==> src/sfl_regs.svh <==
`ifndef SFL_REGS_SVH
`define SFL_REGS_SVH

// Opcodes
`define SFL_OP_READ_FAST   8'h0B
`define SFL_OP_READ_SLOW   8'h03
`define SFL_OP_READ_DUAL   8'h3B
`define SFL_OP_READ_DIO    8'hBB
`define SFL_OP_READ_QUAD   8'h6B
`define SFL_OP_READ_QIO    8'hEB
`define SFL_OP_CRM_RESET   8'hFF
`define SFL_OP_ERASE_4K    8'h20
`define SFL_OP_ERASE_32K   8'h52
`define SFL_OP_ERASE_64K   8'hD8
`define SFL_OP_ERASE_CHIP  8'h60
`define SFL_OP_ERASE_CHIP2 8'hC7
`define SFL_OP_PROGRAM     8'h02
`define SFL_OP_WR_EN       8'h06
`define SFL_OP_WR_DIS      8'h04
`define SFL_OP_SEC_ERASE   8'h44
`define SFL_OP_SEC_PROG    8'h42
`define SFL_OP_SEC_READ    8'h48
`define SFL_OP_STAT_RD1    8'h05
`define SFL_OP_STAT_RD2    8'h35
`define SFL_OP_STAT_WR     8'h01
`define SFL_OP_WR_EN_VOL   8'h50
`define SFL_OP_JEDEC_ID    8'h9F
`define SFL_OP_LEGACY_ID   8'h90
`define SFL_OP_POWER_DOWN  8'hB9
`define SFL_OP_RESUME      8'hAB

// Clock limits in MHz per command class
`define SFL_MHZ_SLOW       7'd50
`define SFL_MHZ_FAST       7'd85
`define SFL_MHZ_OTHER      7'd104

// Byte counts of command phases
`define SFL_ADDR_BYTES     2'd3
`define SFL_DUMMY_ONE      2'd1
`define SFL_DUMMY_RESUME   2'd3
`define SFL_PROG_MAX       9'h100

// Array geometry
`define SFL_ARRAY_AW       20
`define SFL_ADDR_STEP      20'h0_0001

`endif

==> src/sfl_pkg.sv <==
package sfl_pkg;

  typedef enum logic [1:0] {
    SFL_DIR_NONE,
    SFL_DIR_ARRAY,
    SFL_DIR_RESP,
    SFL_DIR_IN
  } sfl_dir_t;

  typedef enum logic [3:0] {
    SFL_ST_IDLE,
    SFL_ST_OPC,
    SFL_ST_FF2,
    SFL_ST_FFD,
    SFL_ST_ADDR,
    SFL_ST_DUMMY,
    SFL_ST_OUT,
    SFL_ST_IN,
    SFL_ST_IGNORE
  } sfl_state_t;

  typedef struct packed {
    logic       known;
    logic [1:0] addr_n;
    logic [1:0] dummy_n;
    sfl_dir_t   dir;
    logic [6:0] max_mhz;
  } sfl_info_t;

  typedef struct packed {
    logic        valid;
    logic [7:0]  opcode;
    logic [19:0] addr;
    logic [6:0]  max_mhz;
    logic        dual_reset;
  } sfl_cmd_t;

  typedef struct packed {
    logic       valid;
    logic [7:0] data;
    logic [8:0] index;
    logic       over;
  } sfl_wbyte_t;

endpackage : sfl_pkg

==> src/sfl_cmd_read.sv <==
// How it works
// - Accept 0Bh fast and 03h slow reads
// - Read data per falling clock, MSB first
// - Address counter auto-increments during the read
// - Wrap from top address to zero seamlessly
// - Chip select release ends read, output floats
// - Report clock limit 50/85/104 MHz per opcode
// - FFFFh dual, FFh quad continuous-read reset
// - Decode block erases and both chip erases
// - Program takes address then 1..256 bytes
// - Decode write enable/disable, volatile enable
// - Security erase/program take three address bytes
// - Security read: address, dummy, then data
// - Status reads return byte; write takes bytes
// - JEDEC ID three bytes; legacy ID two
// - Power-down B9h; ABh resumes, optional ID
// - Ignore unknown opcodes until chip select cycles
// - 24-bit MSB-first address, top nibble dropped
// - Sample on rising, drive on falling edge
// - 3Bh drives two bits per clock
`timescale 1ns/1ps
`include "sfl_regs.svh"

module sfl_cmd_read (
  input  wire logic                      clk,
  input  wire logic                      rst,
  input  wire logic                      cs_n,
  input  wire logic                      sck,
  input  wire logic                      si_in,
  input  wire logic [7:0]                mem_rdata,
  input  wire logic [7:0]                status1,
  input  wire logic [7:0]                status2,
  input  wire logic [23:0]               jedec_id,
  input  wire logic [15:0]               legacy_id,
  input  wire logic [7:0]                power_id,
  output logic      [`SFL_ARRAY_AW-1:0]  mem_addr,
  output logic                           so,
  output logic                           so_oe_n,
  output logic                           si_out,
  output logic                           si_oe_n,
  output sfl_pkg::sfl_cmd_t              cmd,
  output sfl_pkg::sfl_wbyte_t            wr_data,
  output logic                           cmd_done
);

  ////////////////////////////////////////////////////////////////////////////
  // Pin sampling

  logic [2:0] pin_lvl;
  logic [2:0] pin_rise;
  logic [2:0] pin_fall;

  sfl_pin_sync #(.W(3)) u_sync (
    .clk   (clk),
    .rst   (rst),
    .pin   ({cs_n, sck, si_in}),
    .level (pin_lvl),
    .rise  (pin_rise),
    .fall  (pin_fall)
  );

  logic cs_act;
  logic cs_up;
  logic sck_r;
  logic sck_f;
  logic si_s;

  assign cs_act = ~pin_lvl[2];
  assign cs_up  = pin_rise[2];
  assign sck_r  = pin_rise[1] & cs_act;
  assign sck_f  = pin_fall[1] & cs_act;
  assign si_s   = pin_lvl[0];

  ////////////////////////////////////////////////////////////////////////////
  // Opcode table

  function automatic sfl_pkg::sfl_info_t decode(input logic [7:0] op);
    sfl_pkg::sfl_info_t i;
    i.known   = 1'b1;
    i.addr_n  = 2'd0;
    i.dummy_n = 2'd0;
    i.dir     = sfl_pkg::SFL_DIR_NONE;
    i.max_mhz = `SFL_MHZ_OTHER;
    case (op)
      `SFL_OP_READ_SLOW: begin
        i.addr_n  = `SFL_ADDR_BYTES;
        i.dir     = sfl_pkg::SFL_DIR_ARRAY;
        i.max_mhz = `SFL_MHZ_SLOW;
      end
      `SFL_OP_READ_FAST, `SFL_OP_READ_DUAL, `SFL_OP_SEC_READ: begin
        i.addr_n  = `SFL_ADDR_BYTES;
        i.dummy_n = `SFL_DUMMY_ONE;
        i.dir     = sfl_pkg::SFL_DIR_ARRAY;
        i.max_mhz = `SFL_MHZ_FAST;
      end
      // Multi-bit address forms are reported only; a wider engine serves them
      `SFL_OP_READ_DIO, `SFL_OP_READ_QUAD, `SFL_OP_READ_QIO: begin
        i.addr_n  = `SFL_ADDR_BYTES;
        i.max_mhz = `SFL_MHZ_FAST;
      end
      `SFL_OP_ERASE_4K, `SFL_OP_ERASE_32K, `SFL_OP_ERASE_64K,
      `SFL_OP_SEC_ERASE, `SFL_OP_LEGACY_ID: begin
        i.addr_n = `SFL_ADDR_BYTES;
        if (op == `SFL_OP_LEGACY_ID) i.dir = sfl_pkg::SFL_DIR_RESP;
      end
      `SFL_OP_PROGRAM, `SFL_OP_SEC_PROG: begin
        i.addr_n = `SFL_ADDR_BYTES;
        i.dir    = sfl_pkg::SFL_DIR_IN;
      end
      `SFL_OP_ERASE_CHIP, `SFL_OP_ERASE_CHIP2, `SFL_OP_WR_EN, `SFL_OP_WR_DIS,
      `SFL_OP_WR_EN_VOL, `SFL_OP_POWER_DOWN, `SFL_OP_CRM_RESET: begin
        i.dir = sfl_pkg::SFL_DIR_NONE;
      end
      `SFL_OP_STAT_RD1, `SFL_OP_STAT_RD2, `SFL_OP_JEDEC_ID: begin
        i.dir = sfl_pkg::SFL_DIR_RESP;
      end
      `SFL_OP_STAT_WR: i.dir = sfl_pkg::SFL_DIR_IN;
      `SFL_OP_RESUME: begin
        i.dummy_n = `SFL_DUMMY_RESUME;
        i.dir     = sfl_pkg::SFL_DIR_RESP;
      end
      default: i.known = 1'b0;
    endcase
    return i;
  endfunction : decode

  function automatic sfl_pkg::sfl_state_t phase_after(input sfl_pkg::sfl_info_t i,
                                                      input logic addr_done,
                                                      input logic dummy_done);
    sfl_pkg::sfl_state_t s;
    s = sfl_pkg::SFL_ST_IGNORE;
    if (!addr_done && i.addr_n != 2'd0) s = sfl_pkg::SFL_ST_ADDR;
    else if (!dummy_done && i.dummy_n != 2'd0) s = sfl_pkg::SFL_ST_DUMMY;
    else if (i.dir == sfl_pkg::SFL_DIR_ARRAY || i.dir == sfl_pkg::SFL_DIR_RESP)
      s = sfl_pkg::SFL_ST_OUT;
    else if (i.dir == sfl_pkg::SFL_DIR_IN) s = sfl_pkg::SFL_ST_IN;
    return s;
  endfunction : phase_after

  ////////////////////////////////////////////////////////////////////////////
  // Shift-in and phase sequencing

  sfl_pkg::sfl_state_t state;
  sfl_pkg::sfl_info_t  info;
  sfl_pkg::sfl_info_t  op_info;
  logic [7:0]          opcode;
  logic [7:0]          in_sh;
  logic [7:0]          next_in;
  logic [2:0]          bit_cnt;
  logic [1:0]          byte_cnt;
  logic [23:0]         addr_sh;
  logic                byte_end;
  logic                last_addr;
  logic                last_dummy;
  logic                ready_evt;
  logic                started;

  assign next_in    = {in_sh[6:0], si_s};
  assign byte_end   = sck_r && bit_cnt == 3'd7;
  assign last_addr  = byte_end && state == sfl_pkg::SFL_ST_ADDR && byte_cnt == info.addr_n - 2'd1;
  assign last_dummy = byte_end && state == sfl_pkg::SFL_ST_DUMMY
                      && byte_cnt == info.dummy_n - 2'd1;

  always_comb begin
    op_info   = decode(next_in);
    ready_evt = last_addr;
    if (byte_end && state == sfl_pkg::SFL_ST_OPC && op_info.known
        && op_info.addr_n == 2'd0 && next_in != `SFL_OP_CRM_RESET)
      ready_evt = 1'b1;
  end

  always_ff @(posedge clk) begin
    if (rst || !cs_act) begin
      bit_cnt <= 3'd0;
      in_sh   <= 8'h00;
    end else if (sck_r) begin
      bit_cnt <= bit_cnt + 3'd1;
      in_sh   <= next_in;
    end
  end

  always_ff @(posedge clk) begin
    if (rst) begin
      state    <= sfl_pkg::SFL_ST_IDLE;
      info     <= '0;
      opcode   <= 8'h00;
      byte_cnt <= 2'd0;
      addr_sh  <= 24'h00_0000;
    end else if (!cs_act) begin
      state    <= sfl_pkg::SFL_ST_IDLE;
      byte_cnt <= 2'd0;
    end else if (byte_end) begin
      byte_cnt <= byte_cnt + 2'd1;
      unique case (state)
        sfl_pkg::SFL_ST_IDLE, sfl_pkg::SFL_ST_OPC: begin
          opcode   <= next_in;
          info     <= op_info;
          byte_cnt <= 2'd0;
          if (next_in == `SFL_OP_CRM_RESET) state <= sfl_pkg::SFL_ST_FF2;
          else if (!op_info.known) state <= sfl_pkg::SFL_ST_IGNORE;
          else state <= phase_after(op_info, 1'b0, 1'b0);
        end
        sfl_pkg::SFL_ST_FF2:
          state <= (next_in == `SFL_OP_CRM_RESET) ? sfl_pkg::SFL_ST_FFD
                                                  : sfl_pkg::SFL_ST_IGNORE;
        sfl_pkg::SFL_ST_ADDR: begin
          addr_sh <= {addr_sh[15:0], next_in};
          if (last_addr) begin
            byte_cnt <= 2'd0;
            state    <= phase_after(info, 1'b1, 1'b0);
          end
        end
        sfl_pkg::SFL_ST_DUMMY:
          if (last_dummy) begin
            byte_cnt <= 2'd0;
            state    <= phase_after(info, 1'b1, 1'b1);
          end
        sfl_pkg::SFL_ST_FFD, sfl_pkg::SFL_ST_OUT, sfl_pkg::SFL_ST_IN,
        sfl_pkg::SFL_ST_IGNORE: state <= state;
      endcase
    end else if (state == sfl_pkg::SFL_ST_IDLE) begin
      state <= sfl_pkg::SFL_ST_OPC;
    end
  end

  ////////////////////////////////////////////////////////////////////////////
  // Command report

  always_ff @(posedge clk) begin
    if (rst) begin
      cmd      <= '0;
      cmd_done <= 1'b0;
      started  <= 1'b0;
    end else begin
      cmd.valid <= 1'b0;
      cmd_done  <= cs_up && started;
      if (!cs_act) started <= 1'b0;
      if (ready_evt) begin
        started         <= 1'b1;
        cmd.valid       <= 1'b1;
        cmd.opcode      <= last_addr ? opcode : next_in;
        cmd.addr        <= last_addr ? {addr_sh[11:0], next_in} : '0;
        cmd.max_mhz     <= last_addr ? info.max_mhz : op_info.max_mhz;
        cmd.dual_reset  <= 1'b0;
      end else if (cs_up && (state == sfl_pkg::SFL_ST_FF2 || state == sfl_pkg::SFL_ST_FFD)) begin
        // Length is only known at release, so the reset is reported then
        cmd.valid      <= 1'b1;
        cmd.opcode     <= `SFL_OP_CRM_RESET;
        cmd.addr       <= '0;
        cmd.max_mhz    <= `SFL_MHZ_OTHER;
        cmd.dual_reset <= state == sfl_pkg::SFL_ST_FFD;
      end
    end
  end

  ////////////////////////////////////////////////////////////////////////////
  // Incoming data bytes

  logic [8:0] data_cnt;

  always_ff @(posedge clk) begin
    if (rst) begin
      wr_data <= '0;
    end else begin
      wr_data.valid <= byte_end && state == sfl_pkg::SFL_ST_IN;
      if (byte_end && state == sfl_pkg::SFL_ST_IN) begin
        wr_data.data  <= next_in;
        wr_data.index <= data_cnt;
        wr_data.over  <= opcode == `SFL_OP_PROGRAM && data_cnt >= `SFL_PROG_MAX;
      end
    end
  end

  ////////////////////////////////////////////////////////////////////////////
  // Outgoing data

  logic [7:0] out_sh;
  logic [2:0] out_bit;
  logic [7:0] resp_byte;
  logic [7:0] src;
  logic       dual;
  logic       load;

  assign dual = opcode == `SFL_OP_READ_DUAL;
  assign load = out_bit == 3'd0;

  always_comb begin
    unique case (opcode)
      `SFL_OP_STAT_RD1: resp_byte = status1;
      `SFL_OP_STAT_RD2: resp_byte = status2;
      `SFL_OP_JEDEC_ID: begin
        unique case (data_cnt[1:0])
          2'd0:    resp_byte = jedec_id[23:16];
          2'd1:    resp_byte = jedec_id[15:8];
          default: resp_byte = jedec_id[7:0];
        endcase
      end
      `SFL_OP_LEGACY_ID: resp_byte = data_cnt[0] ? legacy_id[7:0] : legacy_id[15:8];
      default:           resp_byte = power_id;
    endcase
    src = load ? ((info.dir == sfl_pkg::SFL_DIR_ARRAY) ? mem_rdata : resp_byte) : out_sh;
  end

  always_ff @(posedge clk) begin
    if (rst || !cs_act) begin
      out_sh   <= 8'h00;
      out_bit  <= 3'd0;
      data_cnt <= 9'd0;
    end else if (sck_f && state == sfl_pkg::SFL_ST_OUT) begin
      out_sh   <= dual ? {src[5:0], 2'b00} : {src[6:0], 1'b0};
      out_bit  <= out_bit + (dual ? 3'd2 : 3'd1);
      if (load && data_cnt != 9'h1FF) data_cnt <= data_cnt + 9'd1;
    end else if (byte_end && state == sfl_pkg::SFL_ST_IN && data_cnt != 9'h1FF) begin
      data_cnt <= data_cnt + 9'd1;
    end
  end

  // Array pointer; rdata is sampled at least one clock after each update
  always_ff @(posedge clk) begin
    if (rst) begin
      mem_addr <= '0;
    end else if (last_addr) begin
      mem_addr <= {addr_sh[11:0], next_in};
    end else if (sck_f && state == sfl_pkg::SFL_ST_OUT && load
                 && info.dir == sfl_pkg::SFL_DIR_ARRAY) begin
      mem_addr <= mem_addr + `SFL_ADDR_STEP;
    end
  end

  always_ff @(posedge clk) begin
    if (rst || !cs_act) begin
      so      <= 1'b0;
      si_out  <= 1'b0;
      so_oe_n <= 1'b1;
      si_oe_n <= 1'b1;
    end else if (sck_f && state == sfl_pkg::SFL_ST_OUT) begin
      so      <= src[7];
      si_out  <= src[6];
      so_oe_n <= 1'b0;
      si_oe_n <= ~dual;
    end else if (state != sfl_pkg::SFL_ST_OUT) begin
      so_oe_n <= 1'b1;
      si_oe_n <= 1'b1;
    end
  end

endmodule : sfl_cmd_read

==> src/sfl_pin_sync.sv <==
`timescale 1ns/1ps

module sfl_pin_sync #(
  parameter int W = 3
) (
  input  wire logic         clk,
  input  wire logic         rst,
  input  wire logic [W-1:0] pin,
  output logic      [W-1:0] level,
  output logic      [W-1:0] rise,
  output logic      [W-1:0] fall
);

  if (W < 1) begin : g_bad_width
    $error("sfl_pin_sync: W must be at least 1");
  end

  logic [W-1:0] meta;
  logic [W-1:0] prev;

  // One two-stage chain per pin; edges come from the second stage only
  for (genvar g = 0; g < W; g++) begin : g_bit
    always_ff @(posedge clk) begin
      if (rst) begin
        meta[g]  <= 1'b1;
        level[g] <= 1'b1;
        prev[g]  <= 1'b1;
      end else begin
        meta[g]  <= pin[g];
        level[g] <= meta[g];
        prev[g]  <= level[g];
      end
    end
    assign rise[g] = level[g] & ~prev[g];
    assign fall[g] = ~level[g] & prev[g];
  end

endmodule : sfl_pin_sync

==> config.mk <==
export PLATFORM = sky130hd
export DESIGN_NAME = sfl_cmd_read
export DESIGN_NICKNAME = d
export VERILOG_FILES = /design/src/sfl_pkg.sv /design/src/sfl_cmd_read.sv /design/src/sfl_pin_sync.sv
export VERILOG_INCLUDE_DIRS = /design/src
export SDC_FILE = /design/constraint.sdc
export NUM_CORES = 1
export LEC_CHECK = 0
export BUFFER_PORTS_ARGS = -buffer_cell sky130_fd_sc_hd__buf_2
export CAP_MARGIN = 10
export CORE_MARGIN = 1
export CORE_UTILIZATION = 30
export DETAILED_ROUTE_END_ITERATION = 10
export GPL_TIMING_DRIVEN = 0
export PLACE_DENSITY = 0.6
export SYNTH_ARGS = -nofsm -noshare
export SYNTH_HDL_FRONTEND = slang
export SYNTH_SLANG_ARGS = --single-unit
==> constraint.sdc <==
create_clock -name clk -period 5.63 [get_ports clk]
set_input_delay 0.563 -clock clk [delete_from_list [all_inputs] [get_ports clk]]
set_output_delay 0.563 -clock clk [all_outputs]
set_load 0.01 [all_outputs]
Word level (Yosys, flattened, before mapping)
Cells that the tools add are included.

Bits in registers: 159. Input bits: 77. Output and inout bits: 81.

Add/sub/neg operators: 7. Magnitude comparators: 1. Equality and inequality tests: 57. Mux-type cells: 47. Bitwise gates (word level): 10. Reductions and logical operators: 51.

Operator list (number): equality test 8 bit (second input constant) (11); 2-to-1 mux 37 bit (2); 2-to-1 mux 20 bit (3); equality test 8 x 7 -> 1 bit (second input constant) (7); 2-to-1 mux 4 bit (14); equality test 8 x 6 -> 1 bit (second input constant) (5); 2-to-1 mux 8 bit (5); equality test 8 x 3 -> 1 bit (second input constant) (4); case mux 8 bit (4 select lines) (1); 2-to-1 mux 9 bit (3); OR reduction 26 bit (1); equality test 8 x 2 -> 1 bit (second input constant) (3); adder 20 x 1 -> 20 bit (second input constant) (1); logical AND 1 bit (18); nonzero test 2 bit (9); equality test 4 x 3 -> 1 bit (second input constant) (4); case mux 4 bit (4 select lines) (1); case mux 8 bit (2 select lines) (1); case mux 7 bit (2 select lines) (1); OR reduction 14 bit (1); OR reduction 4 bit (3); 2-to-1 mux 2 bit (5); adder 9 x 1 -> 9 bit (second input constant) (1); >= comparator 9 bit (second input constant) (1); 37 further kinds (68).

Longest topological paths before layout
Gate-level depths: netlist (run 1).

Depth after elaboration: 12. Gate-level depth with buffers: 11.

Modules after synthesis
From an unflattened synthesis (run 1), not the netlist that was laid out.

Cells, all modules: 908. Area, all modules: 7677.4 um2.

Modules (own cells, without submodules): sfl_cmd_read (instances 1, cells each 884, area each 7403.4 um2); sfl_pin_sync (instances 1, cells each 24, area each 274.0 um2).

Worst setup path after synthesis (run 1)
No wires, ideal clock.

Kind: register -> register. From: register data_cnt[0]. To: register out_sh[2]. Setup time: 0.117 ns. Arrival time: 2.309 ns. Data required time: 5.513 ns. Path slack: 3.204 ns. Stages on the path, launching flop included: 11. Buffers on the path: 3. Clock period less this slack: 2.426 ns. Path through: dfxtp_1 buf_1 inv_1 ha_1 clkbuf_1 clkbuf_1 a221o_1 a222oi_1 a31oi_1 o22ai_1 nor2_1.

Cells in the longest elaborated chain, start to end: 6.

Ends and longest elaborated chain: from (decl) (RTL line sfl_cmd_read.sv:259) `logic [8:0] data_cnt;`; from (signal assigned) (RTL line sfl_cmd_read.sv:312) `if (load && data_cnt != 9'h1FF) data_cnt <= data_cnt + 9'd1;`; from (signal assigned) (RTL line sfl_cmd_read.sv:314) `data_cnt <= data_cnt + 9'd1;`; equality test 2 x 1 -> 1 bit / logical NOT 2 bit (equally long branches) (RTL line sfl_cmd_read.sv:292) `unique case (data_cnt[1:0])`; case mux 8 bit (2 select lines) (RTL line sfl_cmd_read.sv:292); case mux 8 bit (4 select lines) (*) (RTL line sfl_cmd_read.sv:288) `unique case (opcode)`; 2-to-1 mux 8 bit (*) (2 in a row) (RTL line sfl_cmd_read.sv:301) `src = load ? ((info.dir == sfl_pkg::SFL_DIR_ARRAY) ? mem_rdata : resp_byte) : out_sh;`; 2-to-1 mux 8 bit (*) (RTL line sfl_cmd_read.sv:310) `out_sh <= dual ? {src[5:0], 2'b00} : {src[6:0], 1'b0};`; to (signal assigned) (RTL line sfl_cmd_read.sv:310); to (decl) (RTL line sfl_cmd_read.sv:277) `logic [7:0] out_sh;`.

Every way passes the cells marked *; elsewhere a longest branch is shown, timed or not. A chain may end at the register's enable or synchronous reset.

Worst setup path after layout (run 1)
From: register data_cnt[0]. To: register out_sh[7].

Same word-level chain as after synthesis.

==> results.json, run 1 <==
{
  "slew_headroom_pct": 32.3,
  "synthesis.nets": 979,
  "yosysUniqueCellTypes": 67,
  "ys_async_sr_fraction_pct": 0,
  "startpoint_type": "register",
  "nets": 1155,
  "wl_per_cell_um": 17.1,
  "cts_sinks": 155,
  "synthFlopType": "dfxtp_1",
  "drive_gt1_share_pct": 23.4,
  "p_total_mw": 2.39,
  "antenna_found_initial": 1,
  "grt_use_total_pct": 18.8,
  "wl_met1_um": 10900,
  "wl_met2_um": 11100,
  "ant_nets": 0,
  "setup_tns_ns": 0,
  "cap_viol_max_count": 0,
  "skew_ns": 0.00973,
  "postCtsSetupRepairBufs": 0,
  "cts-root-buf": "clkbuf_16",
  "final_common_cell": "buf_2",
  "rows": 57,
  "setup_viol": 0,
  "synth_edf_count": 0,
  "rsz0062_at_grt": "no",
  "via_per_inst": 5.23,
  "grt_pass1_wl_um": 38000,
  "fin_crit_sh_pct": 56.4,
  "start_util_pct": 30.8,
  "clk_path_buf_depth": 2,
  "cts_buffers": 17,
  "grt_pass1_vias": 6951,
  "drtIter0Drc": 547,
  "wl_met3_um": 1480,
  "yosysWarningCount": 0,
  "p_leak_nw": 3.82,
  "crit_arrival_ns": 3.51,
  "p_per_area_mw_per_mm2": 256,
  "min_period_ns": 3.18,
  "top_layer_used": "met5",
  "cts_tree": "built",
  "crit_type": "register to register",
  "final_cell_mix": "buf_2 (165), dfxtp_1 (155), nor2_1 (110), nand2_1 (97), a21oi_1 (64)",
  "synth.ff_latch_count": 155,
  "num_vias": 7345,
  "hold_viol": 0,
  "yosysSeqAreaShare_pct": 41.2,
  "antenna_cells": 0,
  "routed_wl_um": 24000,
  "synthesis.area_mm2": 0.00753,
  "ioPinCount": 158,
  "postSynthCellCount": 892,
  "htreeDepth": 4,
  "overflow": 0,
  "worst_pin_slew_ns": 1.01,
  "clock.fmax_mhz": 315,
  "io_buffers": 157,
  "core_area_mm2": 0.0245,
  "die_w_um": 160,
  "first_pass_iters": 6,
  "hpwl_um": 17900,
  "finalMaxSlewViolations": 0,
  "grt_max_degree": 17,
  "ir_drop_uv": 209,
  "endpoint_kind": "register",
  "hold_path_class": "input pin to register",
  "die_area_mm2": 0.0257,
  "required_ns": 5.96,
  "outcome": "finished clean",
  "clkTransAtPathRegs_ns": 0.07,
  "crit_fanout": 10,
  "drc": 0,
  "insertion_delay_ns": 0.43,
  "hold_buffers": 0,
  "globalplace.congestion": 0.903,
  "area_delta_synth_final_pct": 24.0,
  "post_cts_resize_count": 0,
  "avgSynthCellArea_um2": 8.44,
  "fp.dieH_um": 160
}
metrics by stage:
step	hold slack, ns	worst slack [ns]	std cells	cell area (um^2)	util [%]
finish	0.324	2.45	1405	9330	38.1
floorplan	0.389	3.20	892	7530	-
global route	0.309	2.26	1405	9330	38.1
global placement	0.391	2.50	1373	8720	35.6
CTS	0.308	2.46	1405	9330	38.1
detailed placement	0.400	2.46	1373	8720	35.6
cells by family after synthesis:
kind of cell / synth area share (%)
and+or+nand+nor: 25.4
xor gates and xnor gates: 3.26
buffers and inverters: 4.54
muxes: 4.35
DFF: 41.2
adders and majority gates: 1.76
AOI/OAI and AO/OA: 19.4
cell usage after synthesis, types with 5 or more instances:
| master | number | share of area [%] |
|---|---|---|
| buf_1 | 6 | 0.30 |
| buf_2 | 8 | 0.53 |
| mux2i_1 | 26 | 3.5 |
| nand2_1 | 97 | 4.8 |
| nand2b_1 | 11 | 0.91 |
| a221o_1 | 9 | 1.2 |
| xnor2_1 | 10 | 1.2 |
| clkbuf_1 | 50 | 2.5 |
| and2_1 | 6 | 0.50 |
| o221a_2 | 6 | 0.90 |
| or2_2 | 9 | 0.75 |
| dfxtp_1 | 155 | 41 |
| nor2_1 | 110 | 5.5 |
| nor4_1 | 9 | 0.75 |
| or3_1 | 12 | 1.0 |
| mux2_2 | 6 | 0.90 |
| a22o_1 | 6 | 0.70 |
| inv_1 | 10 | 0.50 |
| a211oi_1 | 24 | 2.4 |
| o22ai_1 | 7 | 0.58 |
| a21oi_1 | 64 | 4.3 |
| xor2_1 | 18 | 2.1 |
| nand3_1 | 29 | 1.9 |
| a22o_2 | 19 | 2.5 |
| nor4b_1 | 5 | 0.58 |
| o21ai_0 | 29 | 1.9 |
| ha_1 | 9 | 1.5 |
| a31oi_1 | 11 | 0.91 |
| nand4_1 | 14 | 1.2 |
| and3_1 | 9 | 0.75 |
| nor3_1 | 20 | 1.3 |
| nand3b_1 | 5 | 0.50 |
| a221oi_1 | 6 | 0.70 |
| nor3b_1 | 13 | 1.3 |
routing by layer:
metal / GRT usage [%] / up-vias
met5: 0 / -
met4: 5.19 / 2
met3: 4.47 / 35
met2: 30.6 / 291
met1: 24.8 / 3436
li1: - / 3581
sequential cells by signal (all words and copies together) (netlist names), 3 cells and up:
name          count
addr_sh          12
state             4
info             11
cmd              36
u_sync.level      3
wr_data          19
out_sh            7
mem_addr         20
opcode            8
in_sh             7
out_bit           3
u_sync.meta       3
bit_cnt           3
data_cnt          9
power by group:
group          internal [mW]  switching, mW
registers               1.10        0.00206
clock network          0.707          0.504
logic                 0.0361         0.0450
total                   1.84          0.551
final timing paths:
check / start / to / slack, ns / depth (start not counted)
max: data_cnt[0]$_SDFFE_PP0P_ / out_sh[7]$_SDFFE_PP0P_ / 2.45 / 10
min: cs_n / u_sync.meta[2]$_SDFF_PP1_ / 0.32 / 2
max reg2reg: data_cnt[0]$_SDFFE_PP0P_ / out_sh[7]$_SDFFE_PP0P_ / 2.45 / 10
min reg2reg: u_sync.meta[0]$_SDFF_PP1_ / u_sync.level[0]$_SDFF_PP1_ / 0.41 / 1
critical path, cell delays in order, from the launching register on:
cell and delay (ns):
dfxtp_1 0.48, buf_1 0.55, inv_1 0.10, ha_1 0.22, clkbuf_1 0.17, clkbuf_1 0.26
a221o_1 0.37, a221oi_1 0.47, a31oi_1 0.21, o22ai_1 0.20, nor2_1 0.05
layout make-up:
| type | instances | area (um^2) |
|---|---|---|
| clock inverters | 15 | 188 |
| inverters | 10 | 37.5 |
| flip-flops and latches | 155 | 3100 |
| plain buffers | 70 | 304 |
| multi-input cells | 657 | 4080 |
| repair buffers | 157 | 786 |
| well taps | 324 | 405 |
| fillers | 2561 | 15100 |
| clock buffers | 17 | 425 |
Note: power is estimated with default switching activity, not from simulation.
==> run 2: changes to the inputs <==
- PLACE_DENSITY: 0.6 -> 0.62
- clock period: 5.63 -> 2.9 ns (I/O delays scaled with it)
==> run 2 against run 1 <==
- sequential power up 95%
- clock skew down 0.0015 ns
- largest cell class unchanged
- die area is the same
- utilization fell by 0.061 points
==> results.json, run 2 (same netlist as run 1, synthesis figures left out) <==
{
  "top_register": "cmd",
  "globalplace.congestion": 0.850,
  "start_util_pct": 30.8,
  "nets": 1151,
  "crit_arrival_ns": 3.07,
  "p_leak_nw": 3.81,
  "setup_tns_ns": 0,
  "hold_viol": 0,
  "min_period_ns": 2.73,
  "reg2reg_slack_ns": 0.17,
  "grt_pass1_vias": 6914,
  "largest_reg_flops": 36,
  "clock.fmax_mhz": 366,
  "ant_nets": 0,
  "nFillCells": 2565,
  "overflow": 0,
  "cts_buffers": 17,
  "critPathSlowestCell": "clkbuf_1",
  "worstHoldStart": "sck",
  "wl_met1_um": 10800,
  "hold_path_class": "input pin to register",
  "rows": 57,
  "r2r_end": "out_sh[6]$_SDFFE_PP0P_",
  "final_common_cell": "buf_2",
  "setup_viol": 0,
  "cpPeakStageDelay_ns": 0.51,
  "grt_use_total_pct": 18.6,
  "fp.dieH_um": 160,
  "first_pass_iters": 4,
  "placed_cell_area_mm2": 0.00872,
  "crit_fanout": 16,
  "area_delta_synth_final_pct": 23.8,
  "final_cell_mix": "buf_2 (165), dfxtp_1 (155), nor2_1 (109), nand2_1 (97), a21oi_1 (64)",
  "antenna_found_initial": 0,
  "required_ns": 3.23,
  "min_to": "u_sync.meta[1]$_SDFF_PP1_",
  "crit_type": "register to register",
  "via_per_inst": 5.23,
  "outcome": "finished clean",
  "io_buffers": 157,
  "routed_wl_um": 23600,
  "startpoint_type": "register",
  "dp_worst_setup_slack_ns": -0.160,
  "num_vias": 7323,
  "p_per_area_mw_per_mm2": 482,
  "worstRegToRegCells": 10,
  "die_area_mm2": 0.0257,
  "worstPathCellList": "clkbuf_4 -> inv_1 -> ha_1 -> clkbuf_1 -> nor3b_1 -> a221o_1 -> a221oi_1 -> a31oi_1 -> o22ai_1 -> nor2_1",
  "worst_slack_ns": 0.169,
  "worst_pin_slew_ns": 0.979,
  "cts_tree": "built",
  "endpoint_kind": "register",
  "whs_path_depth": 2,
  "skew_ns": 0.00824,
  "insertion_delay_ns": 0.44,
  "rsz0062_at_grt": "yes",
  "cap_viol_max_count": 0,
  "ioPinCount": 158,
  "final_cell_area_mm2": 0.00932,
  "ir_drop_uv": 422,
  "drc": 0,
  "largest_registers": "cmd (36), mem_addr (20), wr_data (19)",
  "timing.hold.ws_ns": 0.0390,
  "hpwl_um": 17800,
  "slew_headroom_pct": 34.2,
  "fin_crit_sh_pct": 94.2,
  "drive_gt1_share_pct": 24.1,
  "postCtsSetupRepairBufs": 0,
  "wl_met2_um": 10600,
  "core_area_mm2": 0.0245,
  "finalMaxSlewViolations": 0,
  "die_w_um": 160,
  "grt_max_degree": 20,
  "reg2reg_from": "data_cnt[0]$_SDFFE_PP0P_",
  "clk_path_buf_depth": 2,
  "wl_per_cell_um": 16.9,
  "cts_sinks": 155,
  "drtIter0Drc": 559,
  "htreeDepth": 4,
  "wl_met3_um": 1760,
  "clkTransAtPathRegs_ns": 0.07,
  "grt_pass1_wl_um": 37500,
  "cts-root-buf": "clkbuf_16",
  "antenna_cells": 0,
  "top_layer_used": "met4"
}
[run 2: layout make-up]
type / count / area, um^2 / area share, %
multi-input cells: 657 / 4110 / 44.1
flip-flops and latches: 155 / 3100 / 33.3
repair buffers: 157 / 786 / 8.43
clock buffers: 19 / 433 / 4.65
well taps: 324 / 405 / 4.35
plain buffers: 66 / 298 / 3.20
clock inverters: 13 / 145 / 1.56
inverters: 10 / 37.5 / 0.403
[run 2: worst max-delay path, delay by kind of cell, from the launching register on]
| kind | cells | cell delay [ns] |
|---|---|---|
| AO/OA/AOI/OAI | 4 | 1.07 |
| adder cells (fa/ha/maj) | 1 | 0.15 |
| buffers and inverters | 3 | 0.83 |
| flip-flops | 1 | 0.37 |
| AND/OR/NAND/NOR | 2 | 0.23 |
[run 2: metrics by stage]
step / utilization [%] / power (mW) / std cells
6_report: 38.1 / 4.49 / 1401
5_1_grt: 38.1 / 4.64 / 1401
4_1_cts: 38.0 / 4.51 / 1403
3_5_place_dp: 35.6 / 2.34 / 1373
3_3_place_gp: 35.6 / 2.34 / 1373
2_1_floorplan: - / 2.26 / 892
[run 2: worst max path at each step]
stage / from / to / slack [ns] / depth (start not counted)
finish: data_cnt[0]$_SDFFE_PP0P_ / out_sh[6]$_SDFFE_PP0P_ / 0.17 / 10
floorplan: data_cnt[0]$_SDFFE_PP0P_ / out_sh[2]$_SDFFE_PP0P_ / 0.47 / 10
global placement: data_cnt[0]$_SDFFE_PP0P_ / out_sh[7]$_SDFFE_PP0P_ / -0.14 / 10
CTS: in_sh[1]$_SDFFE_PP0P_ / cmd[7]$_SDFFE_PP0P_ / 0.08 / 9
global route: bit_cnt[0]$_SDFFE_PP0P_ / cmd[6]$_SDFFE_PP0P_ / -0.05 / 9
detailed placement: data_cnt[0]$_SDFFE_PP0P_ / out_sh[4]$_SDFFE_PP0P_ / -0.16 / 10
[run 2: layer usage]
layer,vias up,global-route usage [%]
met1,3424,24.4
met3,33,4.91
met5,-,0
met2,288,29.7
li1,3578,-
met4,0,5.93
[run 2: repair_timing]
item / 4_1_cts / 5_1_grt
gates cloned: 0 / 0
resized for setup: 1 / 13
setup endpoints to repair: 15 / 43
endpoints found under the hold margin: 0 / 0
hold buffers: 0 / 0
[run 2: report_power, final]
group	switching, mW	internal, mW	total, mW	leakage, nW
clock	0.925	1.27	2.20	0.274
combinational	0.0857	0.0701	0.156	2.29
sequential	0.00374	2.13	2.14	1.25
==> run 3: changes to the inputs <==
- CORE_ASPECT_RATIO: unset -> 0.8
==> run 3 against run 2 <==
- the run now ends with DRC left
- via count about the same
- final cell count is 0.36% lower
- final area is 0.27% lower
- die area about the same
- clock-buffer cell count is the same
- global-route usage is 0.22 points higher
- first-iteration DRC count rose by 28%
- sequential share of layout area is 0.10 points higher
- non-clock buffer count up 2
- clock skew about the same
- critical path type unchanged
- largest cell class unchanged
- highest routed layer unchanged
==> results.json, run 3 (same netlist as run 1, synthesis figures left out) <==
{
  "hold_path_class": "input pin to register",
  "finalMaxSlewViolations": 0,
  "dp_worst_setup_slack_ns": -0.198,
  "required_ns": 3.28,
  "fin_crit_sh_pct": 94.2,
  "placed_cell_area_mm2": 0.00871,
  "p_leak_nw": 3.79,
  "first_pass_iters": 8,
  "ir_drop_uv": 314,
  "grt_use_total_pct": 18.8,
  "final_cell_area_mm2": 0.00929,
  "slew_headroom_pct": 33.6,
  "ioPinCount": 158,
  "setup_viol": 0,
  "wl_per_cell_um": 17.2,
  "cp_top_family": "compound AO/OA/AOI/OAI gates",
  "crit_type": "register to register",
  "overflow": 0,
  "cts_tree": "built",
  "worstPathCellList": "buf_2 -> or4_1 -> nor3_1 -> o41a_1 -> o31a_2 -> a311oi_4 -> buf_6 -> a22o_2",
  "path_buf_inv": 2,
  "routed_wl_um": 23900,
  "worstHoldStart": "si_in",
  "worst_slack_ns": 0.169,
  "fin_util_pct": 37.9,
  "die_w_um": 179,
  "hpwl_um": 17800,
  "final_common_cell": "buf_2",
  "cpPeakStageDelay_ns": 0.47,
  "reg2reg_from": "in_sh[2]$_SDFFE_PP0P_",
  "grt_max_degree": 20,
  "final_cell_mix": "buf_2 (164), dfxtp_1 (154), nor2_1 (110), nand2_1 (97), a21oi_1 (64)",
  "globalplace.congestion": 0.929,
  "crit_fanout": 18,
  "die_area_mm2": 0.0257,
  "ant_nets": 0,
  "crit_arrival_ns": 3.11,
  "worstSetupStartpoint": "in_sh[2]$_SDFFE_PP0P_",
  "clk_path_buf_depth": 2,
  "drtIter0Drc": 714,
  "outcome": "complete, but fails checks",
  "critPathSlowestCell": "a311oi_4",
  "endpoint_kind": "register",
  "skew_ns": 0.00829,
  "largest_reg_flops": 36,
  "final_cells": 1396,
  "violations": "DRC",
  "cap_viol_max_count": 0,
  "io_buffers": 157,
  "clock.fmax_mhz": 366,
  "hold_viol": 0,
  "worst_pin_slew_ns": 0.988,
  "nFillCells": 2538,
  "startpoint_type": "register",
  "num_vias": 7327,
  "grt_pass1_wl_um": 37300,
  "min_period_ns": 2.73,
  "cts_sinks": 155,
  "postCtsSetupRepairBufs": 0,
  "drc": 8,
  "dp_cells": 1367,
  "rows": 51,
  "top_register": "cmd",
  "clkTransAtPathRegs_ns": 0.06,
  "area_delta_synth_final_pct": 23.4,
  "start_util_pct": 30.7,
  "core_area_mm2": 0.0245,
  "insertion_delay_ns": 0.44,
  "setup_tns_ns": 0,
  "p_per_area_mw_per_mm2": 475,
  "fp.dieH_um": 144,
  "hold_buffers": 0,
  "rsz0062_at_grt": "no",
  "cts_buffers": 17,
  "nets": 1153,
  "antenna_cells": 0,
  "antenna_found_initial": 0,
  "htreeDepth": 4,
  "cts-root-buf": "clkbuf_16",
  "largest_registers": "cmd (36), mem_addr (20), wr_data (19)",
  "grt_pass1_vias": 6796,
  "drive_gt1_share_pct": 23.8,
  "via_per_inst": 5.25
}
run 3: cell types whose count changed in the layout (fill, tap and decap cells not counted), sizes merged:
cell and change:
clkinv -1, buf +1, clkbuf +1, inv +1, bufinv -1
run 3: layout make-up:
class	count	area [um^2]	share of cell area [%]
Inverter	10	37.5	0.404
Tap cell	318	398	4.28
Timing Repair Buffer	157	786	8.46
Clock buffer	19	433	4.66
Sequential cell	155	3100	33.4
Buffer	68	304	3.27
Multi-Input combinational cell	657	4110	44.2
Clock inverter	12	118	1.27
run 3: power breakdown:
group / switching [mW] / leakage (nW) / total (mW) / internal, mW
registers: 0.00360 / 1.25 / 2.14 / 2.13
logic: 0.0849 / 2.28 / 0.155 / 0.0701
clock network: 0.936 / 0.262 / 2.12 / 1.19
run 3: worst reg2reg max path: cells and delay by family (launching register included):
family	cells	cell delay [ns]
compound gates	4	1.49
simple gates	2	0.32
buf+inv	2	0.57
flops	1	0.31
run 3: repair_timing:
action / CTS / global route
resized for setup: 2 / 10
hold endpoints to repair: 0 / 0
setup endpoints to repair: 37 / 21
run 3: final timing paths:
check	end	slack [ns]	cells past startpoint
max	cmd[26]$_SDFFE_PP0P_	0.17	8
min	u_sync.meta[0]$_SDFF_PP1_	0.06	2
max reg2reg	cmd[26]$_SDFFE_PP0P_	0.17	8
min reg2reg	u_sync.level[1]$_SDFF_PP1_	0.41	1
run 3: metal layers:
layer  up-vias  global-route usage, %  routed length (um)
met4         0                   4.60                 243
met3        21                   4.21                1600
met2       252                   27.6               10400
met1      3472                   27.6               11700
li1       3582                      -                   -
met5         -                      0                   0
run 3: metrics by stage:
stage / total power, mW / hold slack [ns]
finish: 4.41 / 0.0624
global route: 4.55 / 0.0597
CTS: 4.44 / 0.0564
detailed placement: 2.34 / 0.394
global placement: 2.34 / 0.394
floorplan: 2.26 / 0.389
